### src/hw/word_loader_consts.svh
// constants shared by both ends of the three-wire serial word link
// assumes inclusion by bare name from the package and both end modules
`ifndef WORD_LOADER_CONSTS_SVH
`define WORD_LOADER_CONSTS_SVH
`define WL_WORD_BITS 16
`define WL_BYTE_BITS 8
`define WL_CNT_W 5
`define WL_CNT_ZERO 5'h00
`define WL_CNT_ONE 5'h01
`define WL_CNT_FULL 5'h10
`define WL_CNT_BYTE 5'h08
`define WL_CTRL_HI 15
`define WL_CTRL_LO 12
`define WL_ADDR_HI 11
`define WL_ADDR_LO 8
`define WL_DATA_HI 7
`define WL_DATA_LO 0
`define WL_DIV_HALF 4'h3
`define WL_DIV_W 4
`define WL_GAP_HALVES 4'h2
`define WL_SYNC_RST 2'h3
`endif

### src/hw/word_loader_pkg.sv
// types for the serial word link
// assumes the constants header is on the include path
`include "word_loader_consts.svh"
package word_loader_pkg;
	typedef logic [`WL_WORD_BITS-1:0] word_t;
	typedef logic [`WL_BYTE_BITS-1:0] byte_t;
	typedef enum logic [4:0] {
		H_IDLE = 5'h01,
		H_LEAD = 5'h02,
		H_SHIFT = 5'h04,
		H_GAP = 5'h08,
		H_TAIL = 5'h10
	} host_state_t;
endpackage

### src/hw/word_link_if.sv
// three-wire write-only link between host and generator port
// assumes the two ends need not share a clock; pins are plain wires
`timescale 1ns/1ns
interface word_link_if;
	logic serial_clk;
	logic frame_select_n;
	logic serial_data_in;
	modport host (output serial_clk, output frame_select_n, output serial_data_in);
	modport dev (input serial_clk, input frame_select_n, input serial_data_in);
endinterface

### src/hw/word_loader_host.sv
// host end: sends one 16-bit word per request in one frame, unbroken or as two bytes with a clock gap
// assumes a single user on sys_clk; makes the serial clock by dividing sys_clk
`timescale 1ns/1ns
`include "word_loader_consts.svh"
module word_loader_host
	import word_loader_pkg::*;
(
	// clock and reset
	input wire logic sys_clk,
	input wire logic nrst,
	// user request
	input wire logic send_valid,
	output logic send_ready,
	input word_t send_word,
	input wire logic byte_mode,
	input wire logic lsb_first_bytes,
	// link
	word_link_if.host link
);
	host_state_t state_r, state_nxt;
	logic [`WL_DIV_W-1:0] div_r;
	logic [`WL_CNT_W-1:0] cnt_r;
	logic sclk_r;
	logic fsn_r;
	logic sdo_r;
	word_t sh_r;
	logic byte_r;

	// reverse bits of a byte; load_word applies it twice, so lsb_first_bytes still sends each byte msb first
	function automatic byte_t rev_byte(input byte_t b);
		byte_t r;
		r = '0;
		for (int i = 0; i < `WL_BYTE_BITS; i++) begin
			r[i] = b[`WL_BYTE_BITS-1-i];
		end
		return r;
	endfunction

	wire half_tick = (div_r == `WL_DIV_HALF);
	wire word_t load_word = lsb_first_bytes ?
		{rev_byte(rev_byte(send_word[`WL_WORD_BITS-1:`WL_BYTE_BITS])),
		rev_byte(rev_byte(send_word[`WL_BYTE_BITS-1:0]))} : send_word;
	wire fall_edge = half_tick && sclk_r && (state_r == H_SHIFT);
	wire rise_edge = half_tick && !sclk_r && (state_r == H_SHIFT);
	wire last_bit = (cnt_r == `WL_CNT_FULL);
	wire byte_done = byte_r && (cnt_r == `WL_CNT_BYTE);

	assign send_ready = (state_r == H_IDLE);
	assign link.serial_clk = sclk_r;
	assign link.frame_select_n = fsn_r;
	assign link.serial_data_in = sdo_r;

	always_comb begin
		state_nxt = state_r;
		case (state_r)
			H_IDLE: if (send_valid) state_nxt = H_LEAD;
			H_LEAD: if (half_tick) state_nxt = H_SHIFT;
			H_SHIFT: begin
				if (rise_edge && last_bit) state_nxt = H_TAIL;
				else if (rise_edge && byte_done) state_nxt = H_GAP;
			end
			H_GAP: if (half_tick) state_nxt = H_SHIFT;
			H_TAIL: if (half_tick) state_nxt = H_IDLE;
			default: state_nxt = H_IDLE;
		endcase
	end

	always_ff @(posedge sys_clk or negedge nrst) begin
		if (!nrst) begin
			state_r <= H_IDLE;
			div_r <= '0;
		end else begin
			state_r <= state_nxt;
			div_r <= (half_tick || state_r == H_IDLE) ? '0 : div_r + 1'b1;
		end
	end

	always_ff @(posedge sys_clk or negedge nrst) begin
		if (!nrst) begin
			sclk_r <= 1'b1;
			fsn_r <= 1'b1;
			sdo_r <= 1'b0;
			sh_r <= '0;
			cnt_r <= `WL_CNT_ZERO;
			byte_r <= 1'b0;
		end else if (state_r == H_IDLE && send_valid) begin
			byte_r <= byte_mode;
			cnt_r <= `WL_CNT_ZERO;
			fsn_r <= 1'b0;
			sdo_r <= load_word[`WL_WORD_BITS-1];
			sh_r <= {load_word[`WL_WORD_BITS-2:0], 1'b0};
		end else if (fall_edge) begin
			sclk_r <= 1'b0;
			cnt_r <= cnt_r + `WL_CNT_ONE;
		end else if (rise_edge) begin
			sclk_r <= 1'b1;
			// the rise closing the first byte already presents the next bit, so data holds across the gap
			if (!last_bit) begin
				sdo_r <= sh_r[`WL_WORD_BITS-1];
				sh_r <= {sh_r[`WL_WORD_BITS-2:0], 1'b0};
			end
		end else if (state_r == H_GAP && half_tick) begin
			byte_r <= 1'b0;
		end else if (state_r == H_TAIL && half_tick) begin
			fsn_r <= 1'b1;
		end
	end
endmodule

### src/flat_wrapper.sv
// flat-port wrapper written by rule: the top's interface ports become plain ports
module word_loader_host_flat import word_loader_pkg::*;
  (sys_clk, nrst, send_valid, send_ready, send_word, byte_mode, lsb_first_bytes, link_serial_clk, link_frame_select_n, link_serial_data_in);
  word_link_if link_i ();
  input wire logic sys_clk;
  input wire logic nrst;
  input wire logic send_valid;
  output logic send_ready;
  input word_t send_word;
  input wire logic byte_mode;
  input wire logic lsb_first_bytes;
  output wire logic [$bits(link_i.serial_clk)-1:0] link_serial_clk;
  output wire logic [$bits(link_i.frame_select_n)-1:0] link_frame_select_n;
  output wire logic [$bits(link_i.serial_data_in)-1:0] link_serial_data_in;
  assign link_serial_clk = link_i.serial_clk;
  assign link_frame_select_n = link_i.frame_select_n;
  assign link_serial_data_in = link_i.serial_data_in;
  word_loader_host u_core (.sys_clk(sys_clk), .nrst(nrst), .send_valid(send_valid), .send_ready(send_ready), .send_word(send_word), .byte_mode(byte_mode), .lsb_first_bytes(lsb_first_bytes), .link(link_i));
endmodule
### config.mk
export PLATFORM = sky130hd
export DESIGN_NAME = word_loader_host_flat
export DESIGN_NICKNAME = d
export VERILOG_FILES = /design/src/hw/word_loader_pkg.sv /design/src/hw/word_link_if.sv /design/src/hw/word_loader_host.sv /design/src/flat_wrapper.sv
export VERILOG_INCLUDE_DIRS = /design/src /design/src/hw
export SDC_FILE = /design/constraint.sdc
export NUM_CORES = 1
export LEC_CHECK = 0
export BUFFER_PORTS_ARGS = -buffer_cell sky130_fd_sc_hd__clkbuf_2
export CORE_MARGIN = 2
export CORE_UTILIZATION = 55
export CTS_BUF_LIST = sky130_fd_sc_hd__clkbuf_2 sky130_fd_sc_hd__clkbuf_4 sky130_fd_sc_hd__clkbuf_8
export DETAILED_ROUTE_END_ITERATION = 8
export HOLD_SLACK_MARGIN = 0.03
export PLACE_DENSITY = 0.77
export SETUP_SLACK_MARGIN = 0.1
export SLEW_MARGIN = 10
export SYNTH_ARGS = -nofsm -noshare
export SYNTH_HDL_FRONTEND = slang
export SYNTH_SLANG_ARGS = --single-unit
### constraint.sdc
create_clock -name sys_clk -period 2.4 [get_ports sys_clk]
set_input_delay 0 -clock sys_clk [delete_from_list [all_inputs] [get_ports sys_clk]]
set_output_delay 0 -clock sys_clk [all_outputs]
set_load 0.005 [all_outputs]
==> flow_summary_export.csv, run 1 <==
group,metric,value,unit
timing,hold_viol,0,
timing,finalCritPeriodShare,0.762,
place,io_buffers,23,
route,wirelength,3.49,mm
logic_synthesis,syn_nets,212,
logic_synthesis,yosys_warnings,0,
pwr,pwr-share-seq,0.479,
critical_path,r2r_slack,570,ps
layout,design_area,2110,µm²
cts,postCtsSetupBuffers,0,
critical_path,slowest_delay,440,ps
job,cap_violations,0,
critical_path,path_max_fanout,31,
pwr,p_sw,0.000710,W
critical_path,startpoint_type,"flip-flop",
pwr,pwr_density_cell,897,nW/µm²
pwr,intPower,0.00118,W
layout,drive_above_1_share,0.183,
route,drc,0,
cts,hold_buffers,19,
layout,fin_nets,253,
critical_path,worstPathArrival,2030,ps
logic_synthesis,synth_cells,188,
place,place.gp.congestion,0.854,
logic_synthesis,synth-edff-count,0,
layout,antenna_cells,0,
place,dp_hpwl,2.24,mm
place,pre_cts_slack,595,ps
cts,cts-buffers-inserted,5,
timing,tns,0,ps
pwr,ir_worst_vdd,549,µV
pwr,leakage,0.931,nW
floorplan,boundaryPins,25,
cts,cts.sinks,33,
critical_path,rr_worst_depth,6,
route,vias,1472,
critical_path,critPathCaptureType,"flip-flop",
cts,cts-resized-gates,0,
layout,syn2layout_area_growth,22.2,%
route,vias_per_cell,5.37,
route,drt_iter0_drc,119,
timing,drv_slew,0,
timing,skew,11.6,ps
timing,period_minus_slack,1830,ps
timing,layout_setup_ws,571,ps
cts,clk_pin_slew_worst_paths,110,ps
floorplan,core-area,3030,µm²
floorplan,die_h,60.0,µm
critical_path,crit_chain,"ha_1 -> nor4bb_1 -> o2111ai_2 -> buf_4 -> nand3_1 -> o211ai_1",
route,drtAntennaViolNets,0,
cts,cts_tree,"done",
route,drt_first_pass_iters,6,
cts,root_buffer,"clkbuf_4",
global_route,track_usage,0.225,
floorplan,start_util,0.570,
critical_path,crit_slowest_cell,"nor4bb_1",
timing,relSlewSlack,0.478,
cts,cts_buffer_depth,2,
floorplan,die_x,60.0,µm
timing,setup_violations,0,
pwr,p_clk_frac,0.162,
pwr,total_power,0.00189,W
critical_path,worstReg2RegEnd,"u_core.sh_r[7]",
logic_synthesis,synthFlopType,"dfrtp_1",
pwr,power_frac_comb,0.359,
global_route,grt_max_degree,35,
min_path,hold_path.class,"in -> async",
logic_synthesis,avgSynthCellArea,9.18,µm²
floorplan,die_area,3600,µm²
pwr,switching_share,0.375,
critical_path,reg2reg_from,"u_core.div_r[0]",
logic_synthesis,synth-async-reset-ratio,1.00,
critical_path,worst-setup-path-type,"reg -> reg",
global_route,grt_pass1_wl,6.04,mm
logic_synthesis,seq_area_frac_synth,0.480,
critical_path,cp.required,2600,ps
logic_synthesis,ys_types,42,
logic_synthesis,syn-cell-area,1730,µm²
cts,htreeDepth,2,
timing,tightest_slew,783,ps
timing,max_freq,547,MHz
global_route,grt_overflow,0,
place,place_area,1860,µm²
run_status,status,"finished clean",
route,wl_per_cell,12.7,µm
logic_synthesis,synth_seq_cells,33,
global_route,grt_pass1_vias,1401,
floorplan,rows,20,
timing,holdWs,276,ps
timing,grt_setup_unrepaired,"no",
cts,insertion_delay,320,ps
global_route,antenna_found_initial,0,
## registers in the layout, indices dropped and copies added (netlist names)
name / count
u_core.cnt_r: 5
u_core.sh_r: 15
u_core.link.frame_select_n: 1
u_core.state_r: 5
u_core.link.serial_clk: 1
u_core.byte_r: 1
u_core.div_r: 4
u_core.link.serial_data_in: 1
## layer usage
layer  up-vias  routed length [µm]  global-route usage
li1        745                   -                   -
met1       700                1670               0.296
met3         4                  93              0.0584
met4         0                  27              0.0794
met2        23                1700               0.360
met5         -                   0                   0
## stage by stage
stage	cells	util
final	274	0.697
after global routing	274	0.697
after CTS	274	0.697
after detailed placement	247	0.616
after global placement	247	0.616
after floorplan	188	-
## worst max-delay path, delay by kind of cell (launching register included)
family | cells | cell delay [ps]
AOI/OAI and AO/OA | 2 | 270
buffers and inverters | 1 | 260
DFF | 1 | 400
adders and majority gates | 1 | 220
and+or+nand+nor | 2 | 550
## final cells by class
| cell class | count | area (µm²) |
|---|---|---|
| inverter | 10 | 37.5 |
| tap | 44 | 55.1 |
| clock inverter | 2 | 10.0 |
| fill | 233 | 918 |
| clock buffer | 6 | 45.0 |
| timing repair buffer | 45 | 328 |
| multi-input combinational | 134 | 805 |
| sequential | 33 | 830 |
## cell usage after synthesis (all sizes together) (2+ instances only)
cell type  instances  area [µm²]
nand2b             2        12.5
nand2             38         143
nor3               2        21.3
o21ai              8        40.0
buf                6        42.5
nor2               7        26.3
xor2               2        17.5
nand4              2        27.5
nand3b             2        15.0
ha                 3        37.5
o31ai              2        15.0
o211ai            16         120
clkbuf             5        18.8
xnor2              3        26.3
inv               10        37.5
or4                2        15.0
nand3             23         115
nor4               2        12.5
dfrtp             30         751
a21oi              3        15.0
dfstp              3        78.8
nor3b              2        20.0
## worst max path at each step
stage,cells past startpoint,slack (ps),from,end
2_1_floorplan,5,760,u_core.div_r[0],u_core.cnt_r[4]
4_1_cts,6,560,u_core.div_r[0],u_core.sh_r[10]
6_report,6,570,u_core.div_r[0],u_core.sh_r[7]
5_1_grt,6,400,u_core.div_r[0],u_core.link.serial_data_in
3_5_place_dp,6,600,u_core.div_r[0],u_core.link.serial_data_in
3_3_place_gp,6,640,u_core.div_r[0],u_core.link.serial_data_in
## cell usage in the layout, fill, tap and decap left out, drive strengths merged, types with 3 or more instances in the layout
cell / netlist / routed
inv: 10 / 10
nand2: 38 / 38
dfstp: 3 / 3
a21oi: 3 / 3
dfrtp: 30 / 30
nor2: 7 / 7
ha: 3 / 3
buf: 6 / 3
nand3: 23 / 23
o211ai: 16 / 16
xnor2: 3 / 3
o21ai: 8 / 8
dlygate4sd3: 0 / 19
clkbuf: 5 / 29
## power by group through the flow
stage                     logic (W)  clock network (W)  registers [W]
after floorplan            0.000559                  0       0.000856
after global placement     0.000631                  0       0.000905
after detailed placement   0.000652                  0       0.000912
after CTS                  0.000681           0.000314       0.000902
after global routing       0.000780           0.000348       0.000933
final                      0.000680           0.000307       0.000906
## logic make-up after synthesis
family,after synthesis,synth area share
AO/OA/AOI/OAI,38,0.151
adder cells (fa/ha/maj),3,0.0217
flip-flops,33,0.480
buffers and inverters,21,0.0572
AND/OR/NAND/NOR,88,0.264
XOR/XNOR,5,0.0254
(Power assumes the default switching activity.)
==> run 2: changes to the inputs <==
Settings changed: CORE_UTILIZATION 55 to 53, PLACE_DENSITY 0.77 to 0.78.
Clock period 2.4 ns to 1.5 ns, I/O delays scaled along.
==> run 2 against run 1 <==
The flow now finishes with violations (setup timing). Clock skew down 6.2 ps. Critical path depth shrank 1. Sequential cell count did not move. Sequential power is 64% higher. Cell count is 11% higher. Core utilization increased by 16 points. Non-clock buffer count up 29. Largest cell class is now multi-input gates. Largest power group is now combinational cells.
==> flow_summary_export.csv, run 2 (synthesis gave the netlist of run 1 again) <==
group,metric,value,unit
run_status,status,"complete, but fails checks",
run_status,failed_checks,"setup timing",
layout,drive_above_1_share,0.402,
timing,tightest_slew,415,ps
critical_path,worstPathArrival,1980,ps
timing,hold_viol,0,
layout,mostFrequentLayoutCell,"nand2_1",
cts,cts.sinks,33,
timing,drv_slew,0,
place,io_buffers,23,
job,cap_violations,0,
place,place_area,2050,µm²
layout,regMostFlops,"u_core.sh_r",
cts,clk_pin_slew_worst_paths,100,ps
pwr,leakage,1.17,nW
floorplan,die_area,3730,µm²
place,place.gp.congestion,0.891,
timing,period_minus_slack,1700,ps
place,dp_hpwl,2.86,mm
route,drt_iter0_drc,150,
route,wirelength,5.36,mm
cts,cts_tree,"done",
pwr,pwr_density_cell,1580,nW/µm²
route,drt_first_pass_iters,5,
critical_path,path_max_fanout,5,
layout,largest_reg_flops,15,
min_path,hold_path.class,"in -> reg",
timing,skew,5.41,ps
route,drc,0,
cts,cts_buffer_depth,2,
global_route,grt_pass1_wl,8.00,mm
global_route,grt_overflow,0,
critical_path,startpoint_type,"flip-flop",
floorplan,core-area,3080,µm²
cts,root_buffer,"clkbuf_4",
global_route,grt_max_degree,35,
layout,top_regs,"u_core.sh_r (15), u_core.cnt_r (5), u_core.state_r (5)",
timing,layout_setup_ws,-201,ps
global_route,track_usage,0.300,
pwr,total_power,0.00414,W
global_route,antenna_found_initial,0,
route,vias_per_cell,5.94,
timing,max_freq,588,MHz
cts,insertion_delay,350,ps
layout,syn2layout_area_growth,52.1,%
layout,design_area,2630,µm²
critical_path,cp.required,1780,ps
route,wl_per_cell,17.7,µm
layout,fin_nets,282,
timing,setup_violations,28,
pwr,ir_worst_vdd,1060,µV
timing,finalCritPeriodShare,1.13,
floorplan,die_h,61.1,µm
cts,htreeDepth,2,
layout,fill_cells,153,
timing,relSlewSlack,0.721,
floorplan,boundaryPins,25,
timing,grt_setup_unrepaired,"yes",
layout,antenna_cells,0,
floorplan,start_util,0.561,
floorplan,rows,20,
cts,cts-buffers-inserted,5,
layout,final_cell_mix,"37 x nand2_1, 30 x dfrtp_1, 26 x buf_4, 23 x clkbuf_2, 18 x dlygate4sd3_1",
critical_path,critPathCaptureType,"flip-flop",
global_route,grt_pass1_vias,1694,
route,vias,1800,
critical_path,worst-setup-path-type,"reg -> reg",
route,drtAntennaViolNets,0,
floorplan,die_x,61.1,µm
run 2: changes by cell type in the layout (fill, tap and decap cells not counted), sizes merged:
cell | before | now
buf | 3 | 32
bufinv | 0 | 1
clkbuf | 29 | 31
clkinv | 2 | 0
dlygate4sd3 | 19 | 18
run 2: area by class of cell:
class / count / area [µm²] / share of cell area
clock buffer: 7 / 58.8 / 0.0224
clock inverter: 1 / 30.0 / 0.0114
inverter: 10 / 37.5 / 0.0143
multi-input combinational: 134 / 1010 / 0.386
sequential: 33 / 830 / 0.316
tap: 44 / 55.1 / 0.0210
timing repair buffer: 74 / 601 / 0.229
run 2: per-layer routing:
metal | track usage | share of wire | wire [µm] | vias up
met4 | 0.149 | 0.046 | 246 | 0
met1 | 0.358 | 0.38 | 2050 | 862
li1 | - | - | - | 806
met3 | 0.0861 | 0.071 | 378 | 30
met5 | 0 | 0 | 0 | -
met2 | 0.495 | 0.50 | 2690 | 102
run 2: timing repair:
| item | in CTS | in global routing |
|---|---|---|
| pin swaps | 9 | 9 |
| cloned | 0 | 1 |
| endpoints found under the hold margin | 50 | 0 |
| endpoints found under the setup margin | 31 | 31 |
| gates resized for setup | 26 | 20 |
| hold buffers | 18 | 0 |
| buffers inserted | 7 | 4 |
run 2: final timing paths:
check                                       start           endpoint  slack, ps  cells after the start
worst max-delay path            u_core.state_r[3]    u_core.cnt_r[3]       -200                      5
worst min-delay path                   send_valid  u_core.state_r[0]         70                      3
worst max register to register  u_core.state_r[3]    u_core.cnt_r[3]       -200                      5
worst min register to register    u_core.sh_r[15]    u_core.sh_r[15]        530                      2
max in group asynchronous                    nrst  u_core.state_r[0]        960                      3
min in group asynchronous                    nrst    u_core.div_r[2]        210                      3
run 2: report_power, final:
group	internal (W)	total, W	switching (W)	leakage [nW]
logic	0.000963	0.00193	0.000967	0.698
clock network	0.000416	0.000725	0.000309	0.0489
registers	0.00121	0.00149	0.000281	0.420
total	0.00259	0.00414	0.00156	1.17
run 2: stage by stage:
step,setup slack (ps),utilization,cells,setup TNS (ps),hold WS (ps)
after floorplan,-22.3,-,188,-356,-296
after global placement,-114,0.667,266,-1920,37.8
after detailed placement,-189,0.667,266,-3520,50.7
after CTS,-114,0.807,299,-1770,40.9
after global routing,-258,0.853,303,-4590,46.3
final,-201,0.853,303,-2970,67.8
run 2: critical path: stages, from the launching register on:
cell,delay (ps)
dfrtp_1,460
buf_6,160
nor3_4,260
nand4_4,160
or4_4,450
a21oi_2,140
==> run 3: changes to the inputs <==
Settings changed: ABC_AREA from default to 1, BUFFER_PORTS_ARGS -buffer_cell sky130_fd_sc_hd__clkbuf_2 to default, CORE_UTILIZATION 53 to 55, DONT_BUFFER_PORTS from default to 1, PLACE_DENSITY 0.78 to 0.73.
==> run 3 against run 2 <==
The flow still finishes with violations (setup timing). Clock power down 20%. Non-clock buffer count is 30 lower. Synthesized cell count increased by 5.9%. Sequential power down 4%. Sequential cell count did not move. First-iteration DRC count decreased by 31%. Setup slack improved by 37 ps. Clock-buffer cell count is the same. Routed wire length is 9.1% lower. Global-route usage shrank 3.5 points. Total power is 6.0% higher. Die area down 1.4%. Critical path type unchanged.
==> flow_summary_export.csv, run 3 <==
group,metric,value,unit
logic_synthesis,yosys_warnings,0,
layout,drive_above_1_share,0.375,
critical_path,worst-setup-path-type,"reg -> reg",
floorplan,die_h,60.6,µm
floorplan,die_area,3680,µm²
route,vias,1612,
global_route,antenna_found_initial,0,
logic_synthesis,seq_area_frac_synth,0.470,
global_route,track_usage,0.264,
timing,tightest_slew,228,ps
critical_path,startpoint_type,"flip-flop",
timing,setup_violations,18,
timing,grt_setup_unrepaired,"yes",
timing,finalCritPeriodShare,1.11,
layout,fin_nets,271,
timing,max_freq,601,MHz
cts,cts.sinks,33,
timing,layout_setup_ws,-164,ps
layout,antenna_cells,0,
route,drt_iter0_drc,104,
critical_path,cp.required,1730,ps
critical_path,path_max_fanout,8,
layout,top_regs,"u_core.sh_r (15), u_core.cnt_r (5), u_core.state_r (5)",
timing,drv_slew,0,
floorplan,die_x,60.6,µm
layout,fin_cells,292,
logic_synthesis,synth_area_leaders,"dfrtp_1 43%, a21oi_2 6.5%, nor2_1 5.7%, nand2_1 5.5%, or2_0 4.6%",
route,vias_per_cell,5.52,
global_route,grt_pass1_wl,7.05,mm
min_path,hold_path.class,"in -> reg",
route,wl_per_cell,16.7,µm
pwr,ir_worst_vdd,1150,µV
layout,fill_cells,185,
run_status,failed_checks,"setup timing",
logic_synthesis,synth_seq_cells,33,
logic_synthesis,synth.most_common_cell,"dfrtp_1",
layout,mostFrequentLayoutCell,"dfrtp_1",
layout,design_area,2450,µm²
cts,root_buffer,"clkbuf_4",
place,place.gp.congestion,0.850,
timing,hold_viol,0,
route,drtAntennaViolNets,0,
logic_synthesis,synth_top_area_cell,"dfrtp_1",
pwr,pwr_density_cell,1790,nW/µm²
layout,final_cell_mix,"30 x dfrtp_1, 21 x nand2_1, 20 x nor2_1, 18 x dlygate4sd3_1, 17 x buf_4",
place,place_inst,254,
cts,htreeDepth,2,
logic_synthesis,synth-edff-count,0,
place,pre_cts_slack,-103,ps
logic_synthesis,synthFlopType,"dfrtp_1",
pwr,leakage,1.05,nW
critical_path,worstPathArrival,1890,ps
logic_synthesis,ys_types,31,
place,place_area,1920,µm²
logic_synthesis,synthTopCellsByCount,"30 x dfrtp_1, 27 x nor2_1, 26 x nand2_1, 16 x inv_1, 15 x o21ai_0",
floorplan,rows,20,
timing,period_minus_slack,1660,ps
layout,syn2layout_area_growth,38.7,%
floorplan,start_util,0.578,
job,cap_violations,0,
logic_synthesis,synth_cells,199,
timing,relSlewSlack,0.847,
cts,clk_pin_slew_worst_paths,100,ps
place,dp_hpwl,2.59,mm
global_route,grt_overflow,0,
run_status,status,"complete, but fails checks",
logic_synthesis,syn_nets,223,
layout,regMostFlops,"u_core.sh_r",
cts,cts_buffer_depth,2,
global_route,grt_max_degree,34,
logic_synthesis,synth-async-reset-ratio,1.00,
timing,skew,4.53,ps
route,drc,0,
logic_synthesis,syn-cell-area,1760,µm²
logic_synthesis,synth_top_area_share,0.426,
route,drt_first_pass_iters,4,
route,wirelength,4.87,mm
layout,fin_util,0.802,
place,io_buffers,0,
logic_synthesis,avgSynthCellArea,8.87,µm²
layout,largest_reg_flops,15,
cts,cts_tree,"done",
critical_path,critPathCaptureType,"flip-flop",
cts,insertion_delay,340,ps
global_route,grt_pass1_vias,1587,
floorplan,core-area,3050,µm²
timing,holdWs,21.1,ps
cts,cts-buffers-inserted,5,
floorplan,boundaryPins,25,
==> run 3: cell families after synthesis <==
logic type	share of synthesized area
buffers and inverters	0.0730
xor gates and xnor gates	0.0149
DFF	0.470
and+or+nand+nor	0.261
AOI/OAI and AO/OA	0.160
adders and majority gates	0.0213
==> run 3: final cells by class <==
class                           instances  area [µm²]  area share
Clock buffer                            7        65.1      0.0266
Clock inverter                          1        5.00     0.00204
Inverter                               18        82.6      0.0337
Multi-Input combinational cell        143         927       0.379
Sequential cell                        33         830       0.339
Tap cell                               44        55.1      0.0225
Timing Repair Buffer                   44         465       0.190
Timing Repair inverter                  2        17.5     0.00716
==> run 3: through the flow <==
step	total power (W)	TNS (ps)
floorplan	0.00261	0
global placement	0.00295	-556
detailed placement	0.00304	-1050
CTS	0.00391	-515
global route	0.00467	-3300
finish	0.00439	-1280
==> run 3: timing repair <==
| action | 4_1_cts | 5_1_grt |
|---|---|---|
| endpoints found under the hold margin | 56 | 0 |
| pin swaps | 8 | 23 |
| setup buffers | 3 | 3 |
| setup endpoints to repair | 26 | 29 |
| cloned | 2 | 3 |
| resized for setup | 14 | 35 |
| hold buffers | 19 | 0 |
==> run 3: layer usage <==
metal  part of all wire  vias to the layer above  GRT usage  routed length (µm)
li1                   -                      757          -                   -
met1               0.38                      780      0.315                1830
met2               0.56                       61      0.456                2710
met3              0.040                       14     0.0512                 196
met4              0.026                        0      0.130                 129
met5                  0                        -          0                   0
==> run 3: worst paths after layout <==
kind / start / endpoint / slack, ps / depth (start not counted)
worst max-delay path: u_core.state_r[0] / u_core.sh_r[12] / -160 / 7
worst min-delay path: send_word[9] / u_core.sh_r[10] / 20 / 3
worst max register to register: u_core.state_r[0] / u_core.sh_r[12] / -160 / 7
worst min register to register: u_core.link.frame_select_n / u_core.link.frame_select_n / 500 / 1
max in group asynchronous: nrst / u_core.link.frame_select_n / 1170 / 2
min in group asynchronous: nrst / u_core.state_r[3] / 90 / 2
==> run 3: report_power, final <==
group	leakage (nW)	total, W	internal (W)	switching, W
combinational	0.626	0.00238	0.00107	0.00131
sequential	0.386	0.00143	0.00121	0.000222
clock	0.0413	0.000580	0.000271	0.000309
==> run 3: worst max-delay path, stage by stage, from the launching register on <==
cell and delay [ps]:
dfstp_2 550, inv_2 40, nor2_4 100, nand4_4 210
buf_12 200, or2_0 200, o21ai_1 140, a21oi_2 90
